<file path="config.mk">
export PLATFORM = sky130hd
export DESIGN_NAME = uefm_flag_mask
export DESIGN_NICKNAME = d
export VERILOG_FILES = /design/src/uefm_pkg.sv /design/src/uefm_sticky_bank.sv /design/src/uefm_mask_gate.sv /design/src/uefm_flag_mask.sv
export SDC_FILE = /design/constraint.sdc
export NUM_CORES = 1
export LEC_CHECK = 0
export BUFFER_PORTS_ARGS = -buffer_cell sky130_fd_sc_hd__buf_4
export CAP_MARGIN = 30
export CORE_MARGIN = 2
export CORE_UTILIZATION = 52
export CTS_CLUSTER_SIZE = 8
export DETAILED_ROUTE_END_ITERATION = 8
export HOLD_SLACK_MARGIN = 0.08
export PLACE_DENSITY = 0.86
export SLEW_MARGIN = 20
export SYNTH_ARGS = -nofsm -noshare
export SYNTH_HDL_FRONTEND = slang
export SYNTH_SLANG_ARGS = --single-unit
</file>
<file path="constraint.sdc">
create_clock -name clk_i -period 2.4 [get_ports clk_i]
set_input_delay 0.24 -clock clk_i [delete_from_list [all_inputs] [get_ports clk_i]]
set_output_delay 0.24 -clock clk_i [all_outputs]
set_load 0.03 [all_outputs]
</file>
<file path="src/uefm_pkg.sv">
// shared constants and carriers for the endpoint flag output mask block
// assumes a classic wishbone master with 32-bit data and byte selects
package uefm_pkg;

	// ****************************************
	// widths
	// ****************************************
	localparam int unsigned NUM_EP  = 8;
	localparam int unsigned ADR_W   = 8;
	localparam int unsigned DAT_W   = 32;
	localparam int unsigned SEL_W   = 4;
	localparam int unsigned MAIN_W  = 2;

	// ****************************************
	// register offsets (byte addresses)
	// ****************************************
	localparam logic [7:0] OFS_MASK      = 8'h00;
	localparam logic [7:0] OFS_DONE      = 8'h04;
	localparam logic [7:0] OFS_RX0       = 8'h08;
	localparam logic [7:0] OFS_MAIN      = 8'h0c;
	localparam logic [7:0] OFS_MAIN_MASK = 8'h10;

	// ****************************************
	// fields and reset values
	// ****************************************
	localparam int unsigned MAIN_EP_BIT   = 0;
	localparam int unsigned MAIN_RX0_BIT  = 1;
	localparam logic [7:0]  EP_MASK_RST   = 8'h00;
	localparam logic [7:0]  RSVD_MASK_RST = 8'h00;
	localparam logic [1:0]  MAIN_MASK_RST = 2'h0;
	// endpoint 0 has no done path to the endpoint interrupt
	localparam logic [7:0]  DONE_VALID    = 8'hfe;
	localparam logic [7:0]  RX0_VALID     = 8'hff;

	// ****************************************
	// carriers
	// ****************************************
	typedef struct packed {
		logic             cyc;
		logic             stb;
		logic             we;
		logic [SEL_W-1:0] sel;
		logic [ADR_W-1:0] adr;
		logic [DAT_W-1:0] dat;
	} uefm_wb_req_t;

	typedef struct packed {
		logic ep;
		logic rx0;
		logic main;
	} uefm_irq_t;

endpackage : uefm_pkg

</file>
<file path="src/uefm_sticky_bank.sv">
// sticky flag bank, set by hardware events, cleared by write-one
// assumes set and clear pulses come from logic on the same clock
`timescale 1ns/10ps
module uefm_sticky_bank #(
	parameter int unsigned W = 8
) (
	input  wire logic         clk_i,
	input  wire logic         rst_i,
	input  wire logic [W-1:0] set_i,
	input  wire logic [W-1:0] clr_i,
	output logic      [W-1:0] flags_o
);
	import uefm_pkg::*;

	logic [W-1:0] flags_reg;
	logic [W-1:0] flags_next;

	// set wins over a clear in the same cycle
	always_comb begin
		flags_next = (flags_reg & ~clr_i) | set_i;
	end

	always_ff @(posedge clk_i) begin
		if (rst_i) begin
			flags_reg <= '0;
		end else begin
			flags_reg <= flags_next;
		end
	end

	assign flags_o = flags_reg;
endmodule : uefm_sticky_bank

</file>
<file path="src/uefm_mask_gate.sv">
// gates a flag vector by a mask onto one level
// assumes mask bit one suppresses, valid selects bits that count
`timescale 1ns/10ps
module uefm_mask_gate #(
	parameter int unsigned W = 8
) (
	input  wire logic [W-1:0] flags_i,
	input  wire logic [W-1:0] mask_i,
	input  wire logic [W-1:0] valid_i,
	output logic              level_o
);
	import uefm_pkg::*;

	assign level_o = |(flags_i & ~mask_i & valid_i);

endmodule : uefm_mask_gate

</file>
<file path="src/uefm_flag_mask.sv">
// endpoint flag output mask with wishbone register port
// assumes done and zero-length pulses come from same-clock engines
//
// Decided for this implementation: the Wishbone interface to the registers and the placing of the registers.
`timescale 1ns/10ps

// What this block does
// eight mask bits 7..0; zero passes endpoint flag to outputs, one suppresses.
// masked endpoint still sets done flag but never drives endpoint interrupt.
// masked endpoint still sets zero-length flag but never drives zero-length interrupt.
// mask bit 0 only affects zero-length path, not the done interrupt.
// software masks every dma-serviced endpoint after initialisation.
// multi-endpoint software uses per-endpoint flags, keeps summary mask zero.
// summary endpoint flag is the single endpoint source, cleared there, gated by mask.
// single-endpoint software masks dma endpoints, unmasks the register-port endpoint.
// software reprograms master transfers after resume before restarting them.
// software writes zero to bits 15..8; bits 31..16 read undefined.
// interrupt outputs high while any unmasked flag of their kind is set, except the endpoint 0 done flag, which never drives one.
module uefm_flag_mask #(
	parameter int unsigned EP_N = uefm_pkg::NUM_EP
) (
	input  wire logic                        clk_i,
	input  wire logic                        rst_i,
	input  wire uefm_pkg::uefm_wb_req_t      wb_req_i,
	output logic      [uefm_pkg::DAT_W-1:0]  wb_dat_o,
	output logic                             wb_ack_o,
	input  wire logic [EP_N-1:0]             ep_done_i,
	input  wire logic [EP_N-1:0]             rx_zero_i,
	output logic                             ep_irq_o,
	output logic                             zero_len_irq_o,
	output logic                             irq_o
);
	import uefm_pkg::*;

	// ****************************************
	// state
	// ****************************************
	logic [EP_N-1:0]   ep_mask_reg;
	logic [7:0]        rsvd_mask_reg;
	logic [MAIN_W-1:0] main_mask_reg;
	logic              ack_reg;
	logic [DAT_W-1:0]  rdat_reg;
	logic [DAT_W-1:0]  rdat_next;

	logic [EP_N-1:0]   done_flags;
	logic [EP_N-1:0]   rx0_flags;
	logic [MAIN_W-1:0] main_flags;
	logic [EP_N-1:0]   done_clr;
	logic [EP_N-1:0]   rx0_clr;
	logic [MAIN_W-1:0] main_clr;
	logic [MAIN_W-1:0] main_set;
	logic              req;
	logic              wr_commit;
	logic              mask_wr;
	logic [7:0]        main_w1c;
	logic              ep_lvl;
	logic              rx0_lvl;
	logic              main_lvl;
	uefm_irq_t         irq;

	// ****************************************
	// decode helpers
	// ****************************************
	function automatic logic hit(input logic [ADR_W-1:0] adr, input logic [7:0] ofs);
		hit = (adr == ofs);
	endfunction : hit

	function automatic logic [7:0] w1c_byte(input uefm_wb_req_t r, input logic [7:0] ofs);
		w1c_byte = (hit(r.adr, ofs) && r.sel[0]) ? r.dat[7:0] : 8'h00;
	endfunction : w1c_byte

	// ****************************************
	// wishbone handshake
	// ****************************************
	assign req = wb_req_i.cyc & wb_req_i.stb;
	// commit on the edge at which the master sees ack high
	assign wr_commit = req & wb_req_i.we & ack_reg;
	assign mask_wr   = wr_commit & hit(wb_req_i.adr, OFS_MASK);

	always_ff @(posedge clk_i) begin
		if (rst_i) begin
			ack_reg <= 1'b0;
		end else begin
			ack_reg <= req & ~ack_reg;
		end
	end

	assign wb_ack_o = ack_reg;

	// ****************************************
	// read data
	// ****************************************
	always_comb begin
		rdat_next = '0;
		case (wb_req_i.adr)
			OFS_MASK: begin
				// upper half reads zero as a safe choice
				rdat_next[15:0] = {rsvd_mask_reg, ep_mask_reg};
			end
			OFS_DONE: begin
				rdat_next[7:0] = done_flags;
			end
			OFS_RX0: begin
				rdat_next[7:0] = rx0_flags;
			end
			OFS_MAIN: begin
				rdat_next[MAIN_W-1:0] = main_flags;
			end
			OFS_MAIN_MASK: begin
				rdat_next[MAIN_W-1:0] = main_mask_reg;
			end
			default: begin
				rdat_next = '0;
			end
		endcase
	end

	always_ff @(posedge clk_i) begin
		if (rst_i) begin
			rdat_reg <= '0;
		end else if (req & ~ack_reg & ~wb_req_i.we) begin
			rdat_reg <= rdat_next;
		end
	end

	assign wb_dat_o = rdat_reg;

	// ****************************************
	// mask registers
	// ****************************************
	always_ff @(posedge clk_i) begin
		if (rst_i) begin
			ep_mask_reg   <= EP_MASK_RST;
			rsvd_mask_reg <= RSVD_MASK_RST;
		end else if (wr_commit && hit(wb_req_i.adr, OFS_MASK)) begin
			if (wb_req_i.sel[0]) begin
				ep_mask_reg <= wb_req_i.dat[7:0];
			end
			if (wb_req_i.sel[1]) begin
				// stored but steers nothing; software should keep it zero
				rsvd_mask_reg <= wb_req_i.dat[15:8];
			end
		end
	end

	always_ff @(posedge clk_i) begin
		if (rst_i) begin
			main_mask_reg <= MAIN_MASK_RST;
		end else if (wr_commit && hit(wb_req_i.adr, OFS_MAIN_MASK) && wb_req_i.sel[0]) begin
			main_mask_reg <= wb_req_i.dat[MAIN_W-1:0];
		end
	end

	// ****************************************
	// sticky flags
	// ****************************************
	always_comb begin
		main_w1c = wr_commit ? w1c_byte(wb_req_i, OFS_MAIN) : 8'h00;
		done_clr = wr_commit ? w1c_byte(wb_req_i, OFS_DONE) : 8'h00;
		rx0_clr  = wr_commit ? w1c_byte(wb_req_i, OFS_RX0) : 8'h00;
		main_clr = main_w1c[MAIN_W-1:0];
	end

	// flags record regardless of mask
	uefm_sticky_bank #(
		.W (EP_N)
	) u_done (
		.clk_i   (clk_i),
		.rst_i   (rst_i),
		.set_i   (ep_done_i),
		.clr_i   (done_clr),
		.flags_o (done_flags)
	);

	uefm_sticky_bank #(
		.W (EP_N)
	) u_rx0 (
		.clk_i   (clk_i),
		.rst_i   (rst_i),
		.set_i   (rx_zero_i),
		.clr_i   (rx0_clr),
		.flags_o (rx0_flags)
	);

	// summary source follows only unmasked endpoints
	always_comb begin
		main_set = '0;
		main_set[MAIN_EP_BIT]  = |(ep_done_i & ~ep_mask_reg & DONE_VALID);
		main_set[MAIN_RX0_BIT] = |(rx_zero_i & ~ep_mask_reg & RX0_VALID);
	end

	uefm_sticky_bank #(
		.W (MAIN_W)
	) u_main (
		.clk_i   (clk_i),
		.rst_i   (rst_i),
		.set_i   (main_set),
		.clr_i   (main_clr),
		.flags_o (main_flags)
	);

	// ****************************************
	// output gating
	// ****************************************
	uefm_mask_gate #(
		.W (EP_N)
	) u_ep_gate (
		.flags_i (done_flags),
		.mask_i  (ep_mask_reg),
		.valid_i (DONE_VALID),
		.level_o (ep_lvl)
	);

	uefm_mask_gate #(
		.W (EP_N)
	) u_rx0_gate (
		.flags_i (rx0_flags),
		.mask_i  (ep_mask_reg),
		.valid_i (RX0_VALID),
		.level_o (rx0_lvl)
	);

	uefm_mask_gate #(
		.W (MAIN_W)
	) u_main_gate (
		.flags_i (main_flags),
		.mask_i  (main_mask_reg),
		.valid_i ({MAIN_W{1'b1}}),
		.level_o (main_lvl)
	);

	// one driver for the whole carrier rather than one per member
	assign irq = '{ep: ep_lvl, rx0: rx0_lvl, main: main_lvl};
	assign ep_irq_o       = irq.ep;
	assign zero_len_irq_o = irq.rx0;
	assign irq_o          = irq.main;
endmodule : uefm_flag_mask

</file>
==> run metrics <==
initial antenna violation count 0; placer's final routability congestion estimate 0.882; setup bufs post-CTS 0; Placed Cells 411; largest net degree at the start of global routing 54; Worst-Skew Late Latency 0.30 ns; I/O Pins 101; register area share after synthesis 0.409; chip height 74.6 µm; crit path max-delay cell type dfxtp_1; vias per inst 5.81; vias in the first global route 2,240; Die ar. 5570 µm²; Synth Area in XOR/XNOR 0; Max Cap Viol 0; Setup crit end kind register; final WL 6630 µm; Crit path largest cell delay 0.43 ns; dpl ws 0.460 ns; Final #Nets 416; Worst Tran Pin Value 0.727 ns; initial core utilization 0.545; row count 25; Worst EP required 2.58 ns; Post-DP HPWL 4880 µm; Synth Area in Simple Gates 0.189; H-Tree Depth 2; first-pass GRT wire length 10,700 µm; part of the cycle the worst path needs 0.715; Routed Antenna Nets 0; Static Leak 1.44 nW; layout cell share with drive strength beyond 1 0.250; Avg Cell Area, Syn 8.79 µm²; crit start category register; # fillers 421; Clock Tree Buf Depth 2; CP Cell Sequence and4_1, nand4_2, mux2i_1, nor2_1; synth unique cells 39; Critical Path AT 1.89 ns; Initial DRC Count 260; CTS Buf Count 5; area occupied by multi-input gates 1280 µm²; gr usage total 0.249; post-synthesis compound-gate area fraction 0.194; DRT Pass-1 Iters 7; CTS root buffer clkbuf_8; Hold/Removal Path Class input pin to register; relative slew slack 0.516; max reg flops 16; post-synthesis cell area 2590 µm²; VDD IR max 0.000344 V; CTS tree built; Worst Slack Setup Final 0.684 ns; post-synthesis adder-cell area fraction 0; Antenna Cells 0; Synth Warn # 0; via count 2,434; outcome complete, no violations; core area 4750 µm²; mux share of post-synthesis cell area 0.0859; register area 1060 µm²; Port Buf Inserts 66; clk slew on worst S/H paths 0.09 ns; crit-path max FO 8; post-CTS sizing 0; type of the worst setup path register to register; DRC viols 0; hold buffer count at CTS 0; post-route insts no fill 419; unrepaired setup endpoints after global routing no; area grow syn2layout 20.4%; f_max 583 MHz; die width 74.6 µm; WL/cell 15.8 µm; Clock Skew 0.00663 ns; power density cells 525 nW/µm²; setup violators final 0; total gr overflow 0; fin crit period 1.72 ns; fin. max-slew vios 0; largest family of logic cells by synthesized area compound AO/OA/AOI/OAI gates; Synth Register Bits 53; Post-Synthesis Cells 295; setup TNS 0 ns; clk sinks 53; Hold Fails Final Rpt 0
synth_stat cells:
cell	count	area share
nand2_1	17	0.025
buf_6	1	0.0043
nor3_1	4	0.0077
a22o_2	2	0.0077
nand4_1	3	0.0072
buf_2	4	0.0077
o21ai_0	6	0.012
a311oi_1	12	0.041
o22ai_1	4	0.0097
nor2_8	1	0.0077
nor4bb_1	1	0.0039
buf_8	1	0.0058
a21oi_1	20	0.039
mux2i_1	20	0.077
a221oi_1	3	0.010
a211oi_1	6	0.017
and2b_2	1	0.0034
or4_4	2	0.0087
and3_1	3	0.0072
or3_1	2	0.0048
a22oi_1	6	0.017
nand3_1	12	0.023
clkbuf_1	10	0.014
nand4_2	2	0.0097
nand4b_1	1	0.0034
conb_1	1	0.0014
inv_1	26	0.038
nor2_1	33	0.048
mux2_2	2	0.0087
buf_4	16	0.046
o31ai_1	2	0.0058
dfxtp_1	53	0.41
nor4_4	2	0.016
a31oi_1	2	0.0048
clkbuf_2	2	0.0039
nor4_1	1	0.0024
and4b_1	1	0.0039
a222oi_1	8	0.031
and4_1	2	0.0068
critical path: cells and delay by family (launching register included):
kind	cells	cell delay, ns
flops	1	0.43
mux	1	0.28
simple gates	3	0.87
logic make-up (layout without fill, tap and decap cells):
| family | after synthesis | in the layout |
|---|---|---|
| AND/OR/NAND/NOR | 88 | 88 |
| other | 1 | 16 |
| multiplexers | 22 | 22 |
| flip-flops | 53 | 53 |
| buffers and inverters | 60 | 102 |
| AO/OA/AOI/OAI | 71 | 71 |
metal layers:
layer | vias up | global-route usage | wire length (µm)
li1 | 1149 | - | -
met1 | 1145 | 0.333 | 2710
met2 | 127 | 0.424 | 3230
met3 | 13 | 0.0321 | 576
met4 | 0 | 0.0734 | 119
met5 | - | 0 | 0
worst paths after layout:
| kind | from | to | slack, ns | depth (start not counted) |
|---|---|---|---|---|
| worst max-delay path | wb_ack_o | ep_mask_reg[2] | 0.68 | 4 |
| worst min-delay path | wb_req_i[2] | u_rx0.flags_o[2] | 0.13 | 2 |
| worst max register to register | wb_ack_o | ep_mask_reg[2] | 0.68 | 4 |
| worst min register to register | wb_dat_o[8] | wb_dat_o[8] | 0.46 | 2 |
where the power goes:
part           switching, mW  total, mW  internal, mW
Sequential            0.0200      0.922         0.902
Combinational          0.132      0.225        0.0930
Clock                  0.284      0.493         0.208
Total                  0.437       1.64          1.20
cell type report:
cell class / instances / share of cell area
inverters: 26 / 0.0313
multi-input cells: 197 / 0.411
well taps: 67 / 0.0269
clock buffers: 6 / 0.0232
flip-flops and latches: 53 / 0.340
repair buffers: 68 / 0.164
clock inverters: 2 / 0.00441
layout by cell type (no fill, tap or decap), drive strengths merged, types with 4 or more instances in the layout:
cell type / synthesis / final
buf: 22 / 68
dfxtp: 53 / 53
nor2: 34 / 34
inv: 26 / 27
mux2i: 20 / 20
a21oi: 20 / 20
nand2: 17 / 17
conb: 1 / 16
nand3: 12 / 12
a311oi: 12 / 12
a222oi: 8 / 8
a22oi: 6 / 6
o21ai: 6 / 6
a211oi: 6 / 6
clkbuf: 12 / 6
nand4: 5 / 5
o22ai: 4 / 4
nor3: 4 / 4
metrics by stage:
stage | utilization | hold WS, ns | instance area (µm²) | total power [mW]
5_1_grt | 0.657 | 0.132 | 3120 | 1.70
3_5_place_dp | 0.638 | 0.445 | 3040 | 1.16
2_1_floorplan | - | 0.349 | 2650 | 1.08
6_report | 0.657 | 0.132 | 3120 | 1.64
4_1_cts | 0.657 | 0.127 | 3120 | 1.65
3_3_place_gp | 0.638 | 0.439 | 3040 | 1.16
No activity file was read; power rests on OpenSTA's default activity.
